### config.mk
export PLATFORM = sky130hd
export DESIGN_NAME = rec_top
export DESIGN_NICKNAME = d
export VERILOG_FILES = /design/src/logic/rec_edge_detect.v /design/src/logic/rec_top.v
export VERILOG_INCLUDE_DIRS = /design/src /design/src/logic
export SDC_FILE = /design/constraint.sdc
export NUM_CORES = 1
export LEC_CHECK = 0
export BUFFER_PORTS_ARGS = -buffer_cell sky130_fd_sc_hd__buf_4
export CORE_MARGIN = 1
export CORE_UTILIZATION = 35
export DETAILED_ROUTE_END_ITERATION = 12
export SLEW_MARGIN = 25
export SYNTH_ARGS = -nofsm -noshare
export SYNTH_HDL_FRONTEND = slang
export SYNTH_SLANG_ARGS = --single-unit
### constraint.sdc
create_clock -name sys_clk -period 3.3 [get_ports sys_clk]
set_clock_uncertainty 0.1 [all_clocks]
set_input_delay 0.495 -clock sys_clk [delete_from_list [all_inputs] [get_ports sys_clk]]
set_output_delay 0.495 -clock sys_clk [all_outputs]
set_load 0.005 [all_outputs]
### src/logic/rec_defines.vh
`ifndef REC_DEFINES_VH
`define REC_DEFINES_VH

// register offsets within the 64-address board window
`define REC_OFS_CAPTURE     6'h1E
`define REC_OFS_INT_ENABLE  6'h1E
`define REC_OFS_STATUS      6'h16
`define REC_OFS_POLARITY    6'h22
`define REC_OFS_DISARM      6'h24
`define REC_OFS_ARM         6'h26

// status word field
`define REC_STATUS_REQ_BIT  11

// reset values
`define REC_RST_POLARITY    16'h0000
`define REC_RST_ARM         16'h0000
`define REC_RST_CAPTURE     16'h0000
`define REC_RST_INT_ENABLE  16'h0000
`define REC_RST_RDATA       16'h0000
`define REC_RST_PIN_N       1'h1
`define REC_RST_BUS_LEVEL   1'h0
`define REC_RST_IRQ         1'h0

`endif

### src/logic/rec_edge_detect.v
`timescale 1ns/1ps
`include "rec_defines.vh"

module rec_edge_detect #(
  parameter CHANNELS = 16
) (
  input  wire                sys_clk,
  input  wire                sys_rst,
  input  wire [CHANNELS-1:0] pin_n,
  input  wire [CHANNELS-1:0] polarity,
  output wire [CHANNELS-1:0] edge_hit
);

  genvar i;
  generate
    for (i = 0; i < CHANNELS; i = i + 1) begin : g_chan
      reg meta_q;
      reg sync_q;
      reg prev_q;
      wire cur_lvl;
      wire prv_lvl;

      // two-flop synchroniser on the raw pin
      always @(posedge sys_clk) begin
        if (sys_rst) begin
          meta_q <= `REC_RST_PIN_N;
          sync_q <= `REC_RST_PIN_N;
          prev_q <= `REC_RST_PIN_N;
        end else begin
          meta_q <= pin_n[i];
          sync_q <= meta_q;
          prev_q <= sync_q;
        end
      end

      // bus-side value is the inverted pin level
      assign cur_lvl = ~sync_q;
      assign prv_lvl = ~prev_q;

      // one selects rising, zero selects falling
      assign edge_hit[i] = polarity[i] ? (cur_lvl & ~prv_lvl)
                                       : (~cur_lvl & prv_lvl);
    end
  endgenerate

endmodule // rec_edge_detect

### src/logic/rec_top.v
// How it works
// - only channels 0 to 15 get edge detection, capture and interrupt; no other channel is handled here.
// - the write-only polarity word picks rising (one) or falling (zero) edges per channel.
// - edges are judged on the bus-side value, not on the inverted connector level.
// - writing the arm port sets capture enable for each one bit and leaves zero bits alone.
// - a capture flag sets when the selected edge occurs on an armed channel only.
// - reading the capture port returns all sixteen flags, channel n in bit n.
// - a set capture flag stays set until the host disarms that channel.
// - writing the disarm port clears capture enable for each one bit, and the flag unless a fresh edge hits that cycle; several at once allowed.
// - a write to the capture offset loads the per-channel interrupt enable word.
// - changing interrupt enables leaves capture flags and capture enables alone.
// - a channel requests an interrupt only while armed, captured and enabled.
// - disarming the requesting channel always withdraws its request, and clears its flag unless a fresh edge hits in the same cycle.
// - channel values are active high on the bus and active low at the pins.
// - the read-only status word shows the relay service request in bit 11.
`timescale 1ns/1ps
`include "rec_defines.vh"

module rec_top #(
  parameter CHANNELS = 16
) (
  input  wire                sys_clk,
  input  wire                sys_rst,
  input  wire [5:0]          bus_addr,
  input  wire                bus_wr,
  input  wire                bus_rd,
  input  wire [15:0]         bus_wdata,
  output wire [15:0]         bus_rdata,
  output wire                bus_irq,
  input  wire [CHANNELS-1:0] relay_pin_n
);

  // reset words, one bit per channel
  localparam [15:0] RST_POL_WORD = `REC_RST_POLARITY;
  localparam [15:0] RST_ARM_WORD = `REC_RST_ARM;
  localparam [15:0] RST_CAP_WORD = `REC_RST_CAPTURE;
  localparam [15:0] RST_IEN_WORD = `REC_RST_INT_ENABLE;

  // register slot codes after address decode
  localparam [2:0] SEL_NONE     = 3'h0;
  localparam [2:0] SEL_SHARED   = 3'h1;
  localparam [2:0] SEL_STATUS   = 3'h2;
  localparam [2:0] SEL_POLARITY = 3'h3;
  localparam [2:0] SEL_DISARM   = 3'h4;
  localparam [2:0] SEL_ARM      = 3'h5;

  reg  [2:0]          reg_sel;
  reg  [15:0]         rdata_q;
  reg  [15:0]         rdata_d;
  reg                 irq_q;
  reg                 irq_d;
  wire [CHANNELS-1:0] edge_hit;
  wire [CHANNELS-1:0] polarity;
  wire [CHANNELS-1:0] captured;
  wire [CHANNELS-1:0] request;
  wire                relay_service_request_flag;
  wire                wr_polarity;
  wire                wr_int_enable;
  wire                wr_arm;
  wire                wr_disarm;
  wire                rd_capture;
  wire                rd_status;

  // only the sixteen enhanced channels exist in this block
  rec_edge_detect #(
    .CHANNELS (CHANNELS)
  ) u_edge (
    .sys_clk  (sys_clk),
    .sys_rst  (sys_rst),
    .pin_n    (relay_pin_n),
    .polarity (polarity),
    .edge_hit (edge_hit)
  );

  // one slot per offset; capture read and enable write share a slot
  always @* begin
    reg_sel = SEL_NONE;
    case (bus_addr)
      `REC_OFS_CAPTURE: begin
        reg_sel = SEL_SHARED;
      end
      `REC_OFS_STATUS: begin
        reg_sel = SEL_STATUS;
      end
      `REC_OFS_POLARITY: begin
        reg_sel = SEL_POLARITY;
      end
      `REC_OFS_DISARM: begin
        reg_sel = SEL_DISARM;
      end
      `REC_OFS_ARM: begin
        reg_sel = SEL_ARM;
      end
      default: begin
        reg_sel = SEL_NONE;
      end
    endcase
  end

  // status is read only; writes to it fall through
  assign wr_polarity   = bus_wr & (reg_sel == SEL_POLARITY);
  assign wr_int_enable = bus_wr & (reg_sel == SEL_SHARED);
  assign wr_arm        = bus_wr & (reg_sel == SEL_ARM);
  assign wr_disarm     = bus_wr & (reg_sel == SEL_DISARM);
  assign rd_capture    = bus_rd & (reg_sel == SEL_SHARED);
  assign rd_status     = bus_rd & (reg_sel == SEL_STATUS);

  // per channel state
  genvar i;
  generate
    for (i = 0; i < CHANNELS; i = i + 1) begin : g_slot
      reg  pol_q;
      reg  ien_q;
      reg  arm_q;
      reg  arm_d;
      reg  cap_q;
      reg  cap_d;
      wire set_arm;
      wire clr_chan;
      wire hit;

      assign set_arm  = wr_arm & bus_wdata[i];
      assign clr_chan = wr_disarm & bus_wdata[i];
      assign hit      = edge_hit[i] & arm_q;

      // edge polarity: one rising, zero falling
      always @(posedge sys_clk) begin
        if (sys_rst) begin
          pol_q <= RST_POL_WORD[i];
        end else if (wr_polarity) begin
          pol_q <= bus_wdata[i];
        end
      end

      // enable bit never touches arm or capture
      always @(posedge sys_clk) begin
        if (sys_rst) begin
          ien_q <= RST_IEN_WORD[i];
        end else if (wr_int_enable) begin
          ien_q <= bus_wdata[i];
        end
      end

      // zero bits of an arm or disarm write leave the channel alone
      always @* begin
        arm_d = arm_q;
        if (clr_chan) begin
          arm_d = 1'h0;
        end else if (set_arm) begin
          arm_d = 1'h1;
        end
      end

      always @(posedge sys_clk) begin
        if (sys_rst) begin
          arm_q <= RST_ARM_WORD[i];
        end else begin
          arm_q <= arm_d;
        end
      end

      // a fresh edge beats a disarm in the same cycle
      always @* begin
        cap_d = cap_q;
        if (hit) begin
          cap_d = 1'h1;
        end else if (clr_chan) begin
          cap_d = 1'h0;
        end
      end

      always @(posedge sys_clk) begin
        if (sys_rst) begin
          cap_q <= RST_CAP_WORD[i];
        end else begin
          cap_q <= cap_d;
        end
      end

      assign polarity[i] = pol_q;
      assign captured[i] = cap_q;
      // request needs armed, captured and enabled
      assign request[i]  = arm_q & cap_q & ien_q;
    end
  endgenerate

  assign relay_service_request_flag = |request;

  // read word: flags, status bit, or zero for any other offset
  always @* begin
    rdata_d = 16'h0000;
    if (rd_capture) begin
      rdata_d[CHANNELS-1:0] = captured;
    end else if (rd_status) begin
      rdata_d[`REC_STATUS_REQ_BIT] = relay_service_request_flag;
    end
  end

  // read data holds until the next read
  always @(posedge sys_clk) begin
    if (sys_rst) begin
      rdata_q <= `REC_RST_RDATA;
    end else if (bus_rd) begin
      rdata_q <= rdata_d;
    end
  end

  always @* begin
    irq_d = relay_service_request_flag;
  end

  always @(posedge sys_clk) begin
    if (sys_rst) begin
      irq_q <= `REC_RST_IRQ;
    end else begin
      irq_q <= irq_d;
    end
  end

  assign bus_rdata = rdata_q;
  assign bus_irq   = irq_q;

endmodule // rec_top

==> flow_summary.toml, run 1 <==
[status]
outcome = "complete, no violations"

[timing]
drv_slew = 0
hold_viol_final = 0
maxClockFrequency_mhz = 547
tightest_slew_ns = 1.00
relSlewSlack_pct = 33.2
finalSetupViolCount = 0
setup_tns_ns = 0
layout_setup_ws_ns = 1.47
rsz0062_at_grt = "false"
period_needed_ns = 1.83
min_period_over_period_pct = 55.4

[pwr]
switching_share_pct = 20.0
power.density_mw_per_mm2 = 587
finalPower_uw = 3520
ir_drop_uv = 365
p_clk_share_pct = 50.7
pwr-share-seq_pct = 45.3
p_leak_uw = 0.00248
power_frac_comb_pct = 4.0
p_sw_uw = 704
p_int_uw = 2810

[critical_path]
cpPeakStageDelay_ns = 0.76
r2r_start = "g_slot[1].cap_q"
crit_fanout = 16
reg2reg_slack_ns = 1.79
rr_worst_depth = 4
reg2reg_to = "bus_rdata[11]"
startpoint = "bus_addr[5]"
critPathRequiredTime_ns = 3.48
path_cells = "buf_4 > nand4b_1 > or3_1 > mux2i_1 > nor2_1"
critical_path_class = "in -> reg"
startpoint_type = "input pin"
cpLargestDelayFamily = "simple AND/OR/NAND/NOR gates"
arrival_ns = 2.01
cp_slowest_cell = "or3_1"
crit_path_end_kind = "flip-flop"
path_buf_inv = 1

[placed_design]
globalplace.congestion = 0.712
dp_hpwl_um = 6730
placed_area_mm2 = 0.00542
dp_slack_ns = 1.05
port_buffers = 58

[logic_synthesis]
ys_types = 28
synth_ff_type = "dfxtp_1"
synthDominantAreaCellType = "dfxtp_1"
ys_seq_area_share_pct = 53.3
synthesis.nets = 558
syn-instance-count = 516
ys_ff_latch = 129
async_flop_share_pct = 0
synth_edf_count = 0
synthTopCellsByArea = "dfxtp_1, mux2i_1, or2_2"
yosys_warnings = 0
syn_avg_cell_area_um2 = 9.40
netlist.area_leader.share_pct = 53.3
synthesis.area_mm2 = 0.00485

[hold_path]
holdPathEnd = "u_edge.g_chan[4].meta_q"
holdPathStages = 2
hold_path_startpoint = "relay_pin_n[4]"
hold_path.class = "in -> reg"

[drt]
firstDrtPassIters = 4
wl_um = 10500
drc = 0
via_per_inst = 4.83
drtAntennaViolNets = 0
detail_route.iter0.violations = 284
vias = 3642
wire_per_inst_um = 13.9

[global_route]
grt_overflow = 0
grt_util_all_layers_pct = 15.8
grt_antenna_before_repair = 0
grt_pass1_wl_um = 17500
grt_pass1_vias = 3502
grt_max_degree = 82

[layout]
n_antenna_cell = 0
nets = 608
nFillCells = 1311
design_area_mm2 = 0.00599
drive_gt1_share_pct = 24.4
syn2layout_area_growth_pct = 23.5
finish.utilization_pct = 44.7

[cts]
cts-root-buf = "clkbuf_16"
cts_made_buffers = 17
cts_setup_buffers = 0
hold_buffers = 0
cts_tree = "built"
cts_resized = 0
path_clk_slew_ns = 0.05
clock_sinks = 129
clockBufferDepth = 2
clock_latency_ns = 0.41
h-tree-depth = 4

[floorplanning]
dieArea_mm2 = 0.0143
core_area_mm2 = 0.0134
die_y_um = 120
start_util_pct = 36.2
ios = 59
die_x_um = 120
row_count = 42

[job]
cap_violations = 0
## cell usage after synthesis (3+ instances only)
cell type and number:
nand4_1 4, nand2_1 32, buf_6 3, dfxtp_1 129, o21ai_0 16, nand3_1 47, clkbuf_1 22, nor2b_1 3
nor3b_1 16, nand2b_1 15, mux2i_1 48, buf_2 6, nor2_1 66, a21oi_1 31, or2_2 48, nand4b_1 18
## final cells by class
cell class | count | area, um2 | share of cell area, %
inverters | 1 | 3.75 | 0.0627
well taps | 176 | 220 | 3.68
clock inverters | 6 | 80.1 | 1.34
multi-input cells | 354 | 2130 | 35.6
repair buffers | 63 | 485 | 8.11
clock buffers | 25 | 485 | 8.11
flip-flops and latches | 129 | 2580 | 43.1
## stage by stage
stage | instances | hold WS (ns)
2_1_floorplan | 516 | 0.289
3_3_place_gp | 723 | 0.291
3_5_place_dp | 723 | 0.293
4_1_cts | 754 | 0.148
5_1_grt | 754 | 0.152
6_report | 754 | 0.162
## cell families after synthesis
logic type / Yosys count / share of synthesized area, %
flip-flops: 129 / 53.3
buffers and inverters: 33 / 3.17
AND/OR/NAND/NOR: 256 / 28.4
multiplexers: 48 / 9.91
AO/OA/AOI/OAI: 50 / 5.29
## power by group through the flow
stage | registers [uW] | logic, uW | clock network [uW]
after CTS | 1590 | 142 | 1820
final | 1600 | 140 | 1780
after detailed placement | 1630 | 141 | 0
after floorplan | 1620 | 71.6 | 0
after global placement | 1630 | 139 | 0
after global routing | 1600 | 154 | 1890
## cell usage in the layout (no fill, tap or decap), drive strengths merged, types with 18 or more instances in the layout
cell | netlist | final
nand3 | 47 | 47
clkbuf | 22 | 25
buf | 10 | 63
dfxtp | 129 | 129
a21oi | 32 | 32
nor2 | 66 | 66
mux2i | 48 | 48
nand2 | 32 | 32
or2 | 48 | 48
nand4b | 18 | 18
## sequential cells by signal, summed over array words and instances, names as in the netlist
signal	cells
bus_irq	1
bus_rdata	16
g_slot.arm_q	16
g_slot.cap_q	16
g_slot.ien_q	16
g_slot.pol_q	16
u_edge.g_chan.meta_q	16
u_edge.g_chan.prev_q	16
u_edge.g_chan.sync_q	16
## metal layers
metal,part of all wire [%],vias up,track usage [%]
met5,0,-,0
met4,2.1,0,6.88
met3,5.2,12,5.04
met2,45,84,23.7
met1,48,1694,20.8
li1,-,1852,-
## worst max-delay path by stage
stage	end	depth (start not counted)
CTS	g_slot[14].ien_q	5
global placement	g_slot[11].ien_q	5
floorplan	g_slot[2].ien_q	6
global route	g_slot[7].ien_q	5
detailed placement	g_slot[14].ien_q	5
finish	g_slot[10].ien_q	5
No activity file was read; power rests on OpenSTA's default activity.
==> inputs of run 2 (changes only) <==
==> constraint.sdc (replaced) <==
create_clock -name sys_clk -period 1.7 [get_ports sys_clk]
set_clock_uncertainty 0.1 [all_clocks]
set_input_delay 0.255 -clock sys_clk [delete_from_list [all_inputs] [get_ports sys_clk]]
set_output_delay 0.255 -clock sys_clk [all_outputs]
set_load 0.005 [all_outputs]
==> run 2 against run 1 <==
  * Wire length grew 1.6%
  * Utilization rose by 2.3 points
  * Global-route usage up 0.059 points
  * Final cell count grew 2.8%
  * Sequential share of layout area decreased by 2.1 points
  * Via count is 3.0% higher
  * Non-clock buffer count rose by 20
  * Largest cell class unchanged
  * Largest power group unchanged
==> flow_summary.toml, run 2 (same netlist as run 1, synthesis figures left out) <==
[cts]
clock_latency_ns = 0.41
h-tree-depth = 4
cts-root-buf = "clkbuf_16"
cts_tree = "built"
cts_made_buffers = 17
clockBufferDepth = 2
path_clk_slew_ns = 0.06
clock_sinks = 129
cts_resized = 0

[critical_path]
reg2reg_slack_ns = 0.19
critPathRequiredTime_ns = 1.87
crit_path_end_kind = "flip-flop"
startpoint = "g_slot[1].cap_q"
reg2reg_to = "bus_rdata[11]"
r2r_start = "g_slot[1].cap_q"
critical_path_class = "reg -> reg"
rr_worst_depth = 4
crit_end = "bus_rdata[11]"
startpoint_type = "flip-flop"
crit_fanout = 3
arrival_ns = 1.68

[timing]
rsz0062_at_grt = "false"
period_needed_ns = 1.51
drv_slew = 0
relSlewSlack_pct = 66.6
hold_viol_final = 0
maxClockFrequency_mhz = 664
tightest_slew_ns = 0.497
min_period_over_period_pct = 88.6
setup_tns_ns = 0
finalSetupViolCount = 0

[pwr]
finalPower_uw = 7130
ir_drop_uv = 691
power.density_mw_per_mm2 = 1130
p_leak_uw = 0.00261

[global_route]
grt_util_all_layers_pct = 15.9
grt_max_degree = 85
grt_overflow = 0
grt_pass1_wl_um = 17400
grt_pass1_vias = 3537
grt_antenna_before_repair = 0

[placed_design]
dp.cells = 727
placed_area_mm2 = 0.00552
dp_hpwl_um = 6730
port_buffers = 58
globalplace.congestion = 0.742

[drt]
via_per_inst = 4.84
vias = 3753
wl_um = 10600
wire_per_inst_um = 13.7
firstDrtPassIters = 4
detail_route.iter0.violations = 263
drc = 0
drtAntennaViolNets = 0

[floorplanning]
die_y_um = 120
start_util_pct = 36.2
ios = 59
row_count = 42
die_x_um = 120
core_area_mm2 = 0.0134
dieArea_mm2 = 0.0143

[layout]
nFillCells = 1327
most-common-layout-cells = "dfxtp_1, nor2_1, buf_4, mux2i_1, or2_2"
syn2layout_area_growth_pct = 29.7
layout_commonest_cell = "dfxtp_1"
n_antenna_cell = 0
final_cells = 775
design_area_mm2 = 0.00629
drive_gt1_share_pct = 24.9
nets = 628

[job]
cap_violations = 0

[hold_path]
hold_path.class = "in -> reg"
holdPathStages = 3

[status]
outcome = "complete, no violations"
==> run 2: cell count changes in the layout (fill, tap and decap cells not counted), moves of 2 or more <==
cell           change
buf_12             +5
dlygate4sd3_1     +16
clkbuf_1           -3
clkinvlp_4         +2
==> run 2: layer usage <==
layer	wire (um)	track usage (%)
met1	5170	21.3
met2	4700	24.0
met3	589	3.90
met4	169	7.34
met5	0	0
==> run 2: timing repair <==
item | 4_1_cts | 5_1_grt
hold endpoints to repair | 16 | 0
setup buffers | 0 | 0
hold buffers | 16 | 0
==> run 2: cell type report <==
type | count | area [um2] | share of cell area [%]
clock buffer | 23 | 488 | 7.76
clock inverter | 9 | 129 | 2.05
inverter | 1 | 3.75 | 0.0597
multi-input combinational | 354 | 2130 | 33.9
sequential | 129 | 2580 | 41.0
tap | 176 | 220 | 3.50
timing repair buffer | 83 | 738 | 11.7
==> run 2: where the power goes <==
part	switching [uW]	internal, uW	total [uW]
Combinational	148	166	314
Clock	1270	2460	3720
Sequential	20.0	3070	3090
==> run 2: worst min-delay path by stage <==
| stage | startpoint | end |
|---|---|---|
| after detailed placement | u_edge.g_chan[6].meta_q | u_edge.g_chan[6].sync_q |
| after global placement | u_edge.g_chan[11].meta_q | u_edge.g_chan[11].sync_q |
| final | bus_wdata[0] | g_slot[0].ien_q |
| after global routing | bus_wdata[7] | g_slot[7].pol_q |
| after floorplan | relay_pin_n[0] | u_edge.g_chan[0].meta_q |
| after CTS | bus_wdata[7] | g_slot[7].pol_q |
==> run 2: metrics by stage <==
stage	hold WS (ns)	util [%]	setup slack (ns)
final	0.0153	47.0	0.194
after global routing	0.00729	47.0	0.0243
after CTS	0.00244	47.0	0.151
after detailed placement	0.292	41.2	0.0466
after global placement	0.292	41.2	0.0916
after floorplan	0.259	-	0.215
==> run 2: critical path, cell delays in order, from the launching register on <==
cell and delay (ns):
dfxtp_1 0.35, nand3_1 0.16, nand4_1 0.14, nor4_1 0.50, o22ai_1 0.12
==> inputs of run 3 (changes only) <==
--- a/config.mk
+++ b/config.mk
@@ -7,6 +7,7 @@
 export NUM_CORES = 1
 export LEC_CHECK = 0
 export BUFFER_PORTS_ARGS = -buffer_cell sky130_fd_sc_hd__buf_4
+export CORE_ASPECT_RATIO = 0.5
 export CORE_MARGIN = 1
 export CORE_UTILIZATION = 35
 export DETAILED_ROUTE_END_ITERATION = 12
==> run 3 against run 2 <==
  * Final cell count is 3.2% higher
  * Largest cell class unchanged
  * First-iteration DRC count shrank 21%
  * Highest routed layer unchanged
  * Largest power group unchanged
  * Critical path depth is 1 higher
  * Sequential cell count is the same
==> flow_summary.toml, run 3 (same netlist as run 1, synthesis figures left out) <==
[status]
outcome = "complete, no violations"

[timing]
min_period_over_period_pct = 78.3
period_needed_ns = 1.33
rsz0062_at_grt = "false"
finalSetupViolCount = 0
relSlewSlack_pct = 81.7
layout_setup_ws_ns = 0.369
setup_tns_ns = 0
tightest_slew_ns = 0.274
holdWs_ns = 0.0164
hold_viol_final = 0
drv_slew = 0
maxClockFrequency_mhz = 751

[critical_path]
critPathRequiredTime_ns = 1.89
cpPeakStageDelay_ns = 0.34
r2r_start = "g_slot[1].cap_q"
critical_path_class = "reg -> reg"
startpoint_type = "flip-flop"
path_cells = "nand3_1 > nand4_1 > nor4_1 > buf_4 > o22ai_1"
cp_slowest_cell = "dfxtp_1"
cpLargestDelayFamily = "simple AND/OR/NAND/NOR gates"
crit_fanout = 3
crit_path_end_kind = "flip-flop"
reg2reg_slack_ns = 0.37
startpoint = "g_slot[1].cap_q"
rr_worst_depth = 5
arrival_ns = 1.52
reg2reg_to = "bus_rdata[11]"
path_buf_inv = 1

[layout]
final_cells = 800
drive_gt1_share_pct = 26.1
most-common-layout-cells = "dfxtp_1, buf_4, nor2_1, mux2i_1, or2_2"
syn2layout_area_growth_pct = 33.5
n_antenna_cell = 0
nFillCells = 1242
layout_commonest_cell = "dfxtp_1"
nets = 643

[global_route]
grt_use_met3_pct = 5.97
grt_pass1_vias = 3644
grt_util_all_layers_pct = 17.1
grt_antenna_before_repair = 0
grt_pass1_wl_um = 18600
grt_max_degree = 67
grt.busiest_layer = "met2"
grt_util_met2_pct = 26.7
grt_overflow = 0
grt.met1_usage_pct = 22.0

[placed_design]
dp_slack_ns = 0.0908
port_buffers = 58
dp_hpwl_um = 7470
globalplace.congestion = 0.734
dp.cells = 747

[drt]
detail_route.iter0.violations = 207
drc = 0
wl_um = 11300
drtAntennaViolNets = 0
firstDrtPassIters = 4
vias = 3816
via_per_inst = 4.77
wire_per_inst_um = 14.1

[cts]
cts-root-buf = "clkbuf_16"
clock_latency_ns = 0.41
clock_sinks = 129
cts_made_buffers = 17
cts_resized = 0
h-tree-depth = 4
cts_tree = "built"
clockBufferDepth = 2
path_clk_slew_ns = 0.05

[hold_path]
holdPathStages = 3
holdPathEnd = "g_slot[12].ien_q"
hold_path_startpoint = "bus_wdata[12]"
hold_path.class = "in -> reg"

[pwr]
p_leak_uw = 0.00270
finalPower_uw = 7500
power.density_mw_per_mm2 = 1160
ir_drop_uv = 614

[job]
cap_violations = 0

[floorplanning]
core_area_mm2 = 0.0131
row_count = 29
die_y_um = 85.2
start_util_pct = 37.0
dieArea_mm2 = 0.0144
ios = 59
die_x_um = 168
run 3: worst register-to-register path, cell delays in order (launching register included):
cell	delay, ns
dfxtp_1	0.34
nand3_1	0.13
nand4_1	0.12
nor4_1	0.30
buf_4	0.17
o22ai_1	0.05
run 3: repair_timing:
action,CTS,global route
hold endpoints to repair,21,0
setup buffers,0,0
hold buffers,21,0
run 3: report_power, final:
group | internal (uW) | switching [uW] | total [uW] | leakage [uW]
clock | 2790 | 1270 | 4070 | 0.000325
sequential | 3070 | 20.0 | 3090 | 0.00105
combinational | 185 | 158 | 343 | 0.00133
total | 6050 | 1450 | 7500 | 0.00270
run 3: routing by layer:
layer / vias to the layer above / share of wire (%)
li1: 1938 / -
met1: 1798 / 51
met2: 69 / 43
met3: 11 / 4.9
met4: 0 / 0.90
met5: - / 0
run 3: final cells by class:
class | count | area [um2] | area share, %
sequential | 129 | 2580 | 39.9
tap | 186 | 233 | 3.59
multi-input combinational | 354 | 2130 | 32.9
timing repair buffer | 98 | 851 | 13.1
clock buffer | 23 | 498 | 7.69
inverter | 1 | 3.75 | 0.0580
clock inverter | 9 | 175 | 2.71
run 3: stage by stage:
| step | util [%] | instance area (um2) |
|---|---|---|
| after floorplan | - | 4850 |
| after CTS | 49.4 | 6470 |
| after detailed placement | 42.7 | 5590 |
| after global routing | 49.4 | 6470 |
| after global placement | 42.7 | 5590 |
| final | 49.4 | 6470 |
run 3: worst max-delay path by stage:
stage | to | cells after the start
2_1_floorplan | g_slot[2].ien_q | 6
3_3_place_gp | g_slot[8].ien_q | 6
3_5_place_dp | g_slot[9].arm_q | 6
4_1_cts | bus_rdata[11] | 5
5_1_grt | bus_rdata[11] | 5
6_report | bus_rdata[11] | 5
